File: src/tci_defines.svh
// Register offsets, field positions, codes and timing figures of the thermocouple input block.
`ifndef TCI_DEFINES_SVH
`define TCI_DEFINES_SVH
// ==========================================================================
// Register map, word index on the register port.
`define TCI_REG_CHAN_FMT  4'h0
`define TCI_REG_PTR       4'h1
`define TCI_REG_TYPE      4'h3
`define TCI_REG_UNITS     4'h4
`define TCI_REG_OSD_EN    4'h5
`define TCI_REG_OSD_FILL  4'h6
`define TCI_REG_DIAG      4'h7
// ==========================================================================
// Field positions and legal ranges.
`define TCI_FMT_BIN_BIT   15
`define TCI_CH_CNT_HI     11
`define TCI_CH_CNT_LO     8
`define TCI_CH_CNT_MIN    4'h1
`define TCI_CH_CNT_MAX    4'h4
`define TCI_FMT_PAD_MASK  16'h70ff
`define TCI_SCALE_BIT     0
`define TCI_TWOS_BIT      1
`define TCI_UNITS_LAST    16'h0003
`define TCI_OSD_BIT       0
`define TCI_FILL_BIT      0
// ==========================================================================
// Sensor type codes.
`define TCI_TYPE_R        16'h0003
`define TCI_TYPE_S        16'h0004
`define TCI_TYPE_B        16'h0006
`define TCI_TYPE_C        16'h0008
`define TCI_TYPE_LAST_TC  16'h0008
`define TCI_TYPE_MV39_BI  16'h000a
`define TCI_TYPE_MV78_BI  16'h000b
`define TCI_TYPE_MV156_BI 16'h000d
`define TCI_TYPE_LAST     16'h000e
// ==========================================================================
// Result values.
`define TCI_UP_UNI        16'hffff
`define TCI_UP_BI         16'h7fff
`define TCI_DOWN          16'h0000
`define TCI_SIGN_MASK     16'h8000
`define TCI_PAIR_STRIDE   16'h0002
`define TCI_SECOND_WORD   16'h0001
`define TCI_RESET_WORD    16'h0000
// ==========================================================================
// Timing.
`define TCI_CONV_MS       270
`define TCI_CLK_KHZ       10000
`endif

File: src/tci_pkg.sv
// Types shared by the thermocouple input block.
`default_nettype none
package tci_pkg;
   typedef enum logic [1:0] {
      TCI_IDLE,
      TCI_CONV,
      TCI_SECOND
   } tci_state_t;
endpackage
`default_nettype wire

File: src/tci_input_config.sv
// Thermocouple input configuration, scan sequencer and result formatter.
`timescale 1ns/1ps
`default_nettype none
`include "tci_defines.svh"

// Operation
// - Channel n result at base plus 2(n-1)
// - Binary result written to first word only
// - Codes 0..8 select J,K,E,R,S,T,B,N,C
// - Codes 9..E select six voltage ranges
// - Voltage types switch cold junction compensation off
// - Thermocouple results in tenths of degrees
// - Bipolar types clamp 3276.7, positive-only 6553.5
// - Negative result sets most significant bit
// - Positive-only types ignore the sign format
// - Bipolar voltage: magnitude-sign or two's complement
// - Units bit 0 picks scale, ignored for voltage
// - Units bit 1 picks sign format, codes 0..3
// - Open-sensor detect enabled when bit 0 clear, thermocouple types only
// - Up-scale fill FFFF unipolar, 7FFF bipolar
// - Down-scale fill writes zero
// - Diagnostic bit read-only, 1 means bad setup
// - BCD results span both words
// - Channel word 100..400, plus 8000 for binary
// - Each channel converts 270 ms in turn
module tci_input_config #(
   parameter int unsigned CONV_CYCLES = `TCI_CONV_MS * `TCI_CLK_KHZ
) (
   input  wire logic        sys_clk,
   input  wire logic        rst,
   input  wire logic [3:0]  reg_addr,
   input  wire logic [15:0] reg_wdata,
   input  wire logic        reg_wr,
   input  wire logic        reg_rd,
   output logic      [15:0] reg_rdata,
   input  wire logic [15:0] fe_value,
   input  wire logic        fe_negative,
   input  wire logic        fe_open,
   output logic      [1:0]  fe_channel,
   output logic      [3:0]  fe_type,
   output logic             fe_scale_celsius,
   output logic             cold_junction_comp,
   output logic             mem_wr,
   output logic      [15:0] mem_addr,
   output logic      [15:0] mem_wdata
);

   // ==========================================================================
   // Configuration registers

   logic [15:0] chan_fmt;
   logic [15:0] result_base_pointer;
   logic [15:0] sensor_type_select;
   logic [15:0] scale_and_sign_format;
   logic [15:0] open_sensor_detect_enable;
   logic [15:0] open_sensor_fill_value;
   logic        setup_error_status;

   always_ff @(posedge sys_clk) begin
      if (rst) begin
         chan_fmt                  <= `TCI_RESET_WORD;
         result_base_pointer       <= `TCI_RESET_WORD;
         sensor_type_select        <= `TCI_RESET_WORD;
         scale_and_sign_format     <= `TCI_RESET_WORD;
         open_sensor_detect_enable <= `TCI_RESET_WORD;
         open_sensor_fill_value    <= `TCI_RESET_WORD;
      end else if (reg_wr) begin
         case (reg_addr)
            `TCI_REG_CHAN_FMT: chan_fmt <= reg_wdata;
            `TCI_REG_PTR:      result_base_pointer <= reg_wdata;
            `TCI_REG_TYPE:     sensor_type_select <= reg_wdata;
            `TCI_REG_UNITS:    scale_and_sign_format <= reg_wdata;
            `TCI_REG_OSD_EN:   open_sensor_detect_enable <= reg_wdata;
            `TCI_REG_OSD_FILL: open_sensor_fill_value <= reg_wdata;
            default: begin
            end
         endcase
      end
   end

   // ==========================================================================
   // Setup decode

   logic [3:0] ch_count;
   logic       cfg_ok;
   logic       fmt_bin;
   logic       is_volt;
   logic       pos_only;
   logic       bipolar;
   logic       twos;
   logic       detect_on;

   assign ch_count = chan_fmt[`TCI_CH_CNT_HI:`TCI_CH_CNT_LO];
   // A bad channel, type or units word stops the scan, and the host learns of it only from the diagnostic bit.
   assign cfg_ok   = (ch_count >= `TCI_CH_CNT_MIN) && (ch_count <= `TCI_CH_CNT_MAX)
                     && ((chan_fmt & `TCI_FMT_PAD_MASK) == `TCI_RESET_WORD)
                     && (sensor_type_select <= `TCI_TYPE_LAST)
                     && (scale_and_sign_format <= `TCI_UNITS_LAST);
   assign fmt_bin  = chan_fmt[`TCI_FMT_BIN_BIT];
   assign is_volt  = sensor_type_select > `TCI_TYPE_LAST_TC;
   assign pos_only = (sensor_type_select == `TCI_TYPE_R) || (sensor_type_select == `TCI_TYPE_S)
                     || (sensor_type_select == `TCI_TYPE_B) || (sensor_type_select == `TCI_TYPE_C);
   assign bipolar  = (!is_volt && !pos_only)
                     || (sensor_type_select == `TCI_TYPE_MV39_BI)
                     || (sensor_type_select == `TCI_TYPE_MV78_BI)
                     || (sensor_type_select == `TCI_TYPE_MV156_BI);
   assign twos     = scale_and_sign_format[`TCI_TWOS_BIT];
   // Voltage inputs never take the open-sensor path, the wire cannot be told apart from zero.
   assign detect_on = !is_volt && !open_sensor_detect_enable[`TCI_OSD_BIT];

   always_ff @(posedge sys_clk) begin
      if (rst) begin
         setup_error_status <= 1'b1;
      end else begin
         setup_error_status <= !cfg_ok;
      end
   end

   always_ff @(posedge sys_clk) begin
      if (rst) begin
         fe_type            <= 4'h0;
         fe_scale_celsius   <= 1'b0;
         cold_junction_comp <= 1'b0;
      end else begin
         fe_type            <= sensor_type_select[3:0];
         // Scale matters only to thermocouples, results are tenths of a degree.
         fe_scale_celsius   <= !is_volt && scale_and_sign_format[`TCI_SCALE_BIT];
         cold_junction_comp <= !is_volt && cfg_ok;
      end
   end

   // ==========================================================================
   // Register read port, data one cycle after the strobe

   always_ff @(posedge sys_clk) begin
      if (rst) begin
         reg_rdata <= `TCI_RESET_WORD;
      end else if (reg_rd) begin
         case (reg_addr)
            `TCI_REG_CHAN_FMT: reg_rdata <= chan_fmt;
            `TCI_REG_PTR:      reg_rdata <= result_base_pointer;
            `TCI_REG_TYPE:     reg_rdata <= sensor_type_select;
            `TCI_REG_UNITS:    reg_rdata <= scale_and_sign_format;
            `TCI_REG_OSD_EN:   reg_rdata <= open_sensor_detect_enable;
            `TCI_REG_OSD_FILL: reg_rdata <= open_sensor_fill_value;
            `TCI_REG_DIAG:     reg_rdata <= {15'h0000, setup_error_status};
            // Unmapped indices read as zero, so a stray read cannot pass for a setup word.
            default:           reg_rdata <= `TCI_RESET_WORD;
         endcase
      end else begin
         reg_rdata <= `TCI_RESET_WORD;
      end
   end

   // ==========================================================================
   // Result formatting

   function automatic logic [19:0] tci_to_bcd(input logic [15:0] bin);
      logic [35:0] acc;
      acc = {20'h00000, bin};
      for (int i = 0; i < 16; i++) begin
         for (int d = 0; d < 5; d++) begin
            if (acc[16 + 4 * d +: 4] > 4'h4) begin
               acc[16 + 4 * d +: 4] = acc[16 + 4 * d +: 4] + 4'h3;
            end
         end
         acc = {acc[34:0], 1'b0};
      end
      return acc[35:16];
   endfunction

   logic        burn;
   logic [15:0] mag;
   logic        neg;
   logic [19:0] bcd;
   logic [15:0] next_lo;
   logic [15:0] next_hi;

   assign burn = detect_on && fe_open;
   // Bipolar magnitudes clamp at 32767 tenths, unipolar use all 16 bits.
   assign mag  = (bipolar && fe_value > `TCI_UP_BI) ? `TCI_UP_BI : fe_value;
   // Zero magnitude never carries a sign, so minus zero cannot reach the host.
   assign neg  = bipolar && fe_negative && (mag != `TCI_RESET_WORD);
   assign bcd  = tci_to_bcd(mag);

   always_comb begin
      next_lo = mag;
      next_hi = `TCI_RESET_WORD;
      if (burn) begin
         if (open_sensor_fill_value[`TCI_FILL_BIT]) begin
            next_lo = `TCI_DOWN;
         end else begin
            next_lo = bipolar ? `TCI_UP_BI : `TCI_UP_UNI;
         end
      end else if (fmt_bin) begin
         if (neg) begin
            next_lo = twos ? (`TCI_RESET_WORD - mag) : (mag | `TCI_SIGN_MASK);
         end
      end else begin
         // Fifth digit and sign go to the second word of the pair.
         next_lo = bcd[15:0];
         next_hi = {neg, 11'h000, bcd[19:16]};
      end
   end

   // ==========================================================================
   // Scan sequencer

   tci_pkg::tci_state_t state;
   logic [31:0]         timer;
   logic [1:0]          ch;
   logic [15:0]         pend_hi;
   logic                conv_done;
   logic [1:0]          next_ch;
   logic [15:0]         pair_addr;

   assign conv_done = (state == tci_pkg::TCI_CONV) && cfg_ok && (timer == 32'(CONV_CYCLES - 1));
   assign next_ch   = ({2'b00, ch} == ch_count - 4'h1) ? 2'b00 : ch + 2'b01;
   // The pointer is a plain binary word address, and the host does the octal reading.
   assign pair_addr = result_base_pointer + `TCI_PAIR_STRIDE * {14'h0000, ch};

   // A slot cut short by a setup change writes nothing, and the next valid setup starts at channel 1.
   always_ff @(posedge sys_clk) begin
      if (rst) begin
         state <= tci_pkg::TCI_IDLE;
         timer <= 32'h00000000;
         ch    <= 2'b00;
      end else begin
         case (state)
            tci_pkg::TCI_IDLE: begin
               timer <= 32'h00000000;
               ch    <= 2'b00;
               if (cfg_ok) begin
                  state <= tci_pkg::TCI_CONV;
               end
            end
            tci_pkg::TCI_CONV: begin
               if (!cfg_ok) begin
                  state <= tci_pkg::TCI_IDLE;
               end else if (conv_done) begin
                  // Channels take turns, one conversion slot each.
                  timer <= 32'h00000000;
                  if (!fmt_bin) begin
                     state <= tci_pkg::TCI_SECOND;
                  end else begin
                     ch <= next_ch;
                  end
               end else begin
                  timer <= timer + 32'h00000001;
               end
            end
            tci_pkg::TCI_SECOND: begin
               state <= cfg_ok ? tci_pkg::TCI_CONV : tci_pkg::TCI_IDLE;
               ch    <= next_ch;
            end
            default: begin
               state <= tci_pkg::TCI_IDLE;
            end
         endcase
      end
   end

   always_ff @(posedge sys_clk) begin
      if (rst) begin
         fe_channel <= 2'b00;
      end else begin
         fe_channel <= ch;
      end
   end

   // ==========================================================================
   // Host memory write port

   always_ff @(posedge sys_clk) begin
      if (rst) begin
         mem_wr    <= 1'b0;
         mem_addr  <= `TCI_RESET_WORD;
         mem_wdata <= `TCI_RESET_WORD;
         pend_hi   <= `TCI_RESET_WORD;
      end else begin
         mem_wr <= 1'b0;
         if (conv_done) begin
            mem_wr    <= 1'b1;
            mem_addr  <= pair_addr;
            mem_wdata <= next_lo;
            pend_hi   <= next_hi;
         end else if (state == tci_pkg::TCI_SECOND && cfg_ok) begin
            // A pending second word is dropped once the setup turns bad.
            mem_wr    <= 1'b1;
            mem_addr  <= pair_addr + `TCI_SECOND_WORD;
            mem_wdata <= pend_hi;
         end
      end
   end
endmodule
`default_nettype wire

File: config.mk
export PLATFORM = sky130hd
export DESIGN_NAME = tci_input_config
export DESIGN_NICKNAME = d
export VERILOG_FILES = /design/src/tci_pkg.sv /design/src/tci_input_config.sv
export VERILOG_INCLUDE_DIRS = /design/src
export SDC_FILE = /design/constraint.sdc
export NUM_CORES = 1
export LEC_CHECK = 0
export ABC_CLOCK_PERIOD_IN_PS = 20100
export BUFFER_PORTS_ARGS = -buffer_cell sky130_fd_sc_hd__buf_4
export CAP_MARGIN = 20
export CORE_MARGIN = 1.5
export CORE_UTILIZATION = 45
export CTS_CLUSTER_SIZE = 28
export DETAILED_ROUTE_END_ITERATION = 16
export PLACE_DENSITY_LB_ADDON = 0.2
export SKIP_CTS_REPAIR_TIMING = 1
export SYNTH_ARGS = -nofsm -noshare
export SYNTH_HDL_FRONTEND = slang
export SYNTH_SLANG_ARGS = --single-unit
File: constraint.sdc
create_clock -name sys_clk -period 20.1 [get_ports sys_clk]
set_input_delay 4.02 -clock sys_clk [delete_from_list [all_inputs] [get_ports sys_clk]]
set_output_delay 4.02 -clock sys_clk [all_outputs]
set_load 0.05 [all_outputs]
# Word level (Yosys, flattened, before mapping)
# Index checks and enable logic that the tools add are counted.
# word_totals
input_bits	42
reg_bits	206
output_inout_bits	57
# op_classes
bitwise_logic	1
n_lt_le_gt_ge	41
n_reduce_logical	42
muxes	65
n_eq_ne	23
n_addsub	41
# op_table
cell	count
$mux W16	13
$mux W4	34
$add A4 B2 Y4 const B	30
$gt A4 B3 Y1 const B	30
$pmux W16 S7	1
$eq A16 B4 Y1 const B	4
$mux W32	2
$pmux W32 S2	1
$add A32 B1 Y32 const B	1
$eq A16 B3 Y1 const B	2
$eq A32 B22 Y1 const B	1
$add A16 B1 Y16 const B	1
$add A16 B3 Y16	1
$add A3 B2 Y4 const B	4
$eq A16 B2 Y1 const B	1
$eq A4 B3 Y1 const B	4
$gt A16 B15 Y1 const B	1
$gt A16 B4 Y1 const B	1
$le A16 B2 Y1 const B	1
$le A16 B4 Y1 const B	1
$logic_not A16 Y1	1
$mux W2	8
$reduce_bool A16 Y1	1
$sub A1 B16 Y16 const A	1
28 further kinds	68

# Logic depth before layout (Yosys ltp)
# logic_depth
word_depth	40
ltp_mapped	65
depth_no_buf	56

# Worst setup path before layout
# OpenSTA, ideal clock, no wires.
# synth_timing
kind	input-to-reg
start	input fe_value[15]
end	register mem_wdata[6]
path_slack_ps	4166
stages	57
required_time_ps	20022
arrival_time_ps	15856
path_cell_list	clkbuf_1 and4_1 buf_2 buf_1 buf_1 or3_1 ha_1 clkbuf_1 nor2b_1 xnor2_1 nor2_1 o21ai_0 o31a_1 ha_1 clkbuf_1 a211oi_1 or2_4 a221o_1 [... 21 more ...] clkbuf_1 or3_1 a21oi_1 nor3b_1 ha_1 o21bai_1 nand2_1 xor2_1 ha_1 inv_1 a31oi_1 xnor2_1 ha_1 inv_1 a21oi_1 mux2_1 o21a_1 nor3_1
# synth_between
elab_chain_cells	32
word_cells_on_any_way	77
classes_between	23 x add/sub; 23 x order compare; 28 x mux; 3 x reduce/logical
# synth_lines
item	line_no	source
start, declared	tci_input_config.sv:36	input wire logic [15:0] fe_value,
$gt A16 B15 Y1 (no source line)	n/a	
$logic_and A1 B1 Y1 (no source line)	n/a	
$mux W16 *	tci_input_config.sv:181	assign mag = (bipolar && fe_value > `TCI_UP_BI) ? `TCI_UP_BI : fe_value;
$add A3 B2 Y4 or $gt A3 B3 Y1 (tied branches)	tci_input_config.sv:164, tci_input_config.sv:163	
$mux W4	tci_input_config.sv:163	if (acc[16 + 4 * d +: 4] > 4'h4) begin
$add A4 B2 Y4 or $gt A4 B3 Y1 (tied branches)	tci_input_config.sv:164, tci_input_config.sv:163	
$mux W4	tci_input_config.sv:163	
$add A4 B2 Y4 or $gt A4 B3 Y1 (tied branches)	tci_input_config.sv:164, tci_input_config.sv:163	
[... 16 more ...]	n/a	
$mux W4	tci_input_config.sv:163	
$add A4 B2 Y4 or $gt A4 B3 Y1 (tied branches)	tci_input_config.sv:164, tci_input_config.sv:163	
$mux W4	tci_input_config.sv:163	
$add A4 B2 Y4 or $gt A4 B3 Y1 (tied branches)	tci_input_config.sv:164, tci_input_config.sv:163	
$mux W4	tci_input_config.sv:163	
$mux W16 *	tci_input_config.sv:195	end else if (fmt_bin) begin
$mux W16 *	tci_input_config.sv:189	if (burn) begin
$mux W16 *	tci_input_config.sv:282	if (conv_done) begin
end signal, assigned	tci_input_config.sv:278	mem_wdata <= `TCI_RESET_WORD;
end signal, assigned	tci_input_config.sv:285	mem_wdata <= next_lo;
end signal, assigned	tci_input_config.sv:291	mem_wdata <= pend_hi;
end, declared	tci_input_config.sv:45	output logic [15:0] mem_wdata
# Every way passes the cells marked *; elsewhere a longest branch is shown, timed or not.
# A chain may end at the register's enable or synchronous reset.

# Final worst setup path
# Same ends and word-level chain as after synthesis.

==> results.py <==
metrics = {
    "outcome": {
        "status": "finished clean",
    },
    "setup_path": {
        "crit_slowest_cell": "and4_1",
        "endpoint_kind": "register",
        "path_delay_family": "compound AO/OA/AOI/OAI gates",
        "crit_path_start_kind": "primary input",
        "crit_fanout": 25,
        "critPathKind": "in2reg",
        "cp_common_cell": "ha_1",
        "slowest_delay_ps": 790,
        "cp_data_arrival_time_ps": 17280,
        "critPathRequiredTime_ps": 20460,
        "crit_buf_inv": 5,
    },
    "clocking": {
        "root_buffer": "clkbuf_16",
        "numCtsBuffers": 17,
        "clockBufferDepth": 2,
        "insertion_delay_ps": 450,
        "htree_levels": 4,
        "cts_sinks": 195,
        "cts_tree": "done",
        "clk_transition_reported_paths_ps": 70,
    },
    "layout": {
        "area_growth_pct": 10.1,
        "drive_gt1_share_pct": 12.7,
        "nFillCells": 3225,
        "num_antenna_cells": 0,
        "post-route-util_pct": 50.3,
        "nets": 2126,
    },
    "synthesis": {
        "synth_nets": 2102,
        "synth-seq-area-share_pct": 25.5,
        "netlist_instances": 2005,
        "synth_area_um2": 15300,
        "yosysWarnings": 0,
        "synth_edf_count": 0,
        "yosysUniqueCellTypes": 124,
        "synth_ff_type": "dfxtp_1",
        "async_flop_share_pct": 0,
        "ys_ff_latch": 195,
        "synth_area_per_cell_um2": 7.62,
    },
    "routing": {
        "dr.max_layer_used": "met4",
        "via_per_inst": 6.13,
        "wl_per_cell_um": 18.4,
        "num_vias": 15300,
        "first_iter_violations": 1320,
        "drc_errors": 0,
        "ant_nets": 0,
        "wl_met2_um": 19700,
        "wl_met3_um": 3380,
        "wl_um": 45800,
        "first_pass_iters": 6,
        "met1_length_um": 22200,
    },
    "die": {
        "die_w_um": 187,
        "rows": 67,
        "ios": 99,
        "die_h_um": 187,
        "fp.dieArea_um2": 35100,
        "start_util_pct": 45.7,
        "coreArea_um2": 33400,
    },
    "sta": {
        "fin_crit_ps": 16920,
        "fin_setup_tns_ps": 0,
        "fin_crit_sh_pct": 84.2,
        "fin_skew_ps": 13.2,
        "hold_viol": 0,
        "slew_headroom_pct": 26.8,
        "tightest_slew_ps": 1100,
        "drv_slew": 0,
        "max_freq_ghz": 0.0591,
        "rsz0062_at_grt": "no",
        "setup_viol": 0,
    },
    "place": {
        "gp_congestion": 0.890,
        "place_hpwl_um": 33600,
        "port_buffers": 98,
    },
    "flow_run": {
        "drv_cap": 0,
    },
    "global_routing": {
        "grt_usage_pct": 25.7,
        "antenna_found_initial": 0,
        "overflow": 0,
        "grt_max_degree": 83,
        "grt_pass1_wl_um": 74500,
        "grt_pass1_vias": 14100,
    },
    "hold_path": {
        "min_path_type": "reg2reg",
    },
}
## routing by layer
layer	global-route usage, %	vias to the layer above
met5	0	-
met4	5.09	0
met3	4.39	42
met2	38.9	520
met1	38.0	7257
li1	-	7453
## cell families (layout without fill, tap and decap cells)
logic type               Yosys count  count (layout)  share of synthesized area [%]
flip-flops                       195             195                           25.5
AND/OR/NAND/NOR                  815             815                           25.7
adder cells (fa/ha/maj)           59              59                           4.81
AO/OA/AOI/OAI                    637             637                           30.8
multiplexers                      44              44                           3.12
XOR/XNOR                         100             100                           5.90
buffers and inverters            155             192                           4.19
## layout by cell type (no fill, tap or decap), drive strengths merged, types with 36 or more instances in the layout
cell type	synthesis	final
nand3	61	61
nor2	150	150
o21ai	77	77
buf	29	112
xnor2	48	48
a22oi	58	58
a21oi	190	190
xor2	52	52
a211oi	37	37
nor3	61	61
dfxtp	195	195
ha	54	54
nand2	332	332
and2	36	36
inv	47	51
## through the flow
step | hold WS (ps) | cell area [um2] | cells | setup slack [ps]
after floorplan | 425 | 15300 | 2005 | 4170
after global placement | 436 | 16300 | 2458 | 3610
after detailed placement | 446 | 16300 | 2458 | 3060
after CTS | 457 | 16800 | 2490 | 3500
after global routing | 467 | 16800 | 2490 | 2130
final | 455 | 16800 | 2490 | 3180
## sequential cells by signal, summed over array words and instances, names as in the netlist, 2 cells and up
register and count:
timer 32, chan_fmt 16, mem_addr 16, mem_wdata 16, open_sensor_detect_enable 16, open_sensor_fill_value 16
reg_rdata 16, result_base_pointer 16, scale_and_sign_format 16, sensor_type_select 16, pend_hi 5, fe_type 4
ch 2, fe_channel 2, state 2
## final cells by class
| class | instances | area (um2) | area share [%] |
|---|---|---|---|
| Clock inverter | 13 | 120 | 0.714 |
| Tap cell | 448 | 561 | 3.33 |
| Inverter | 48 | 180 | 1.07 |
| Sequential cell | 195 | 3900 | 23.2 |
| Clock buffer | 19 | 443 | 2.63 |
| Timing Repair Buffer | 112 | 841 | 5.00 |
| Multi-Input combinational cell | 1655 | 10800 | 64.1 |
## path summary, 6_finish.rpt
kind | endpoint | start | slack [ps] | cells past startpoint
setup / recovery | mem_wdata[6] | fe_value[15] | 3180 | 50
hold / removal | mem_addr[12] | mem_addr[12] | 450 | 2
setup reg to reg | mem_wdata[6] | sensor_type_select[7] | 5510 | 51
hold reg to reg | mem_addr[12] | mem_addr[12] | 450 | 2
## worst reg2reg max path: cells and delay by family, from the launching register on
family	cells	cell delay, ps
multiplexers	2	610
flip-flops	1	330
AND/OR/NAND/NOR	15	4660
buffers and inverters	4	340
adder cells (fa/ha/maj)	9	3170
AO/OA/AOI/OAI	16	3920
XOR/XNOR	5	1500
## cells in the mapped netlist, drive strengths merged (14+ instances only)
master	instances	area, um2
nand2b	21	131
clkbuf	78	295
dfxtp	195	3900
xor2	52	455
nor2	150	576
mux2	14	176
ha	54	676
o211ai	23	203
a211oi	37	348
inv	47	176
and2	36	225
a21o	18	135
or2	16	103
a2111oi	17	214
nand2	332	1260
nor4	28	181
or3	16	105
o21ai	77	393
nor3	61	347
a31oi	33	219
xnor2	48	447
a22oi	58	445
buf	29	165
a21oi	190	966
mux2i	30	300
nand3	61	305
and3	24	155
o31ai	18	164
nand4	15	93.8
nor2b	15	93.8
Power is left out: the tool's default activity adds up to more than one toggle a clock period on the data nets, which glitch-free logic cannot reach.
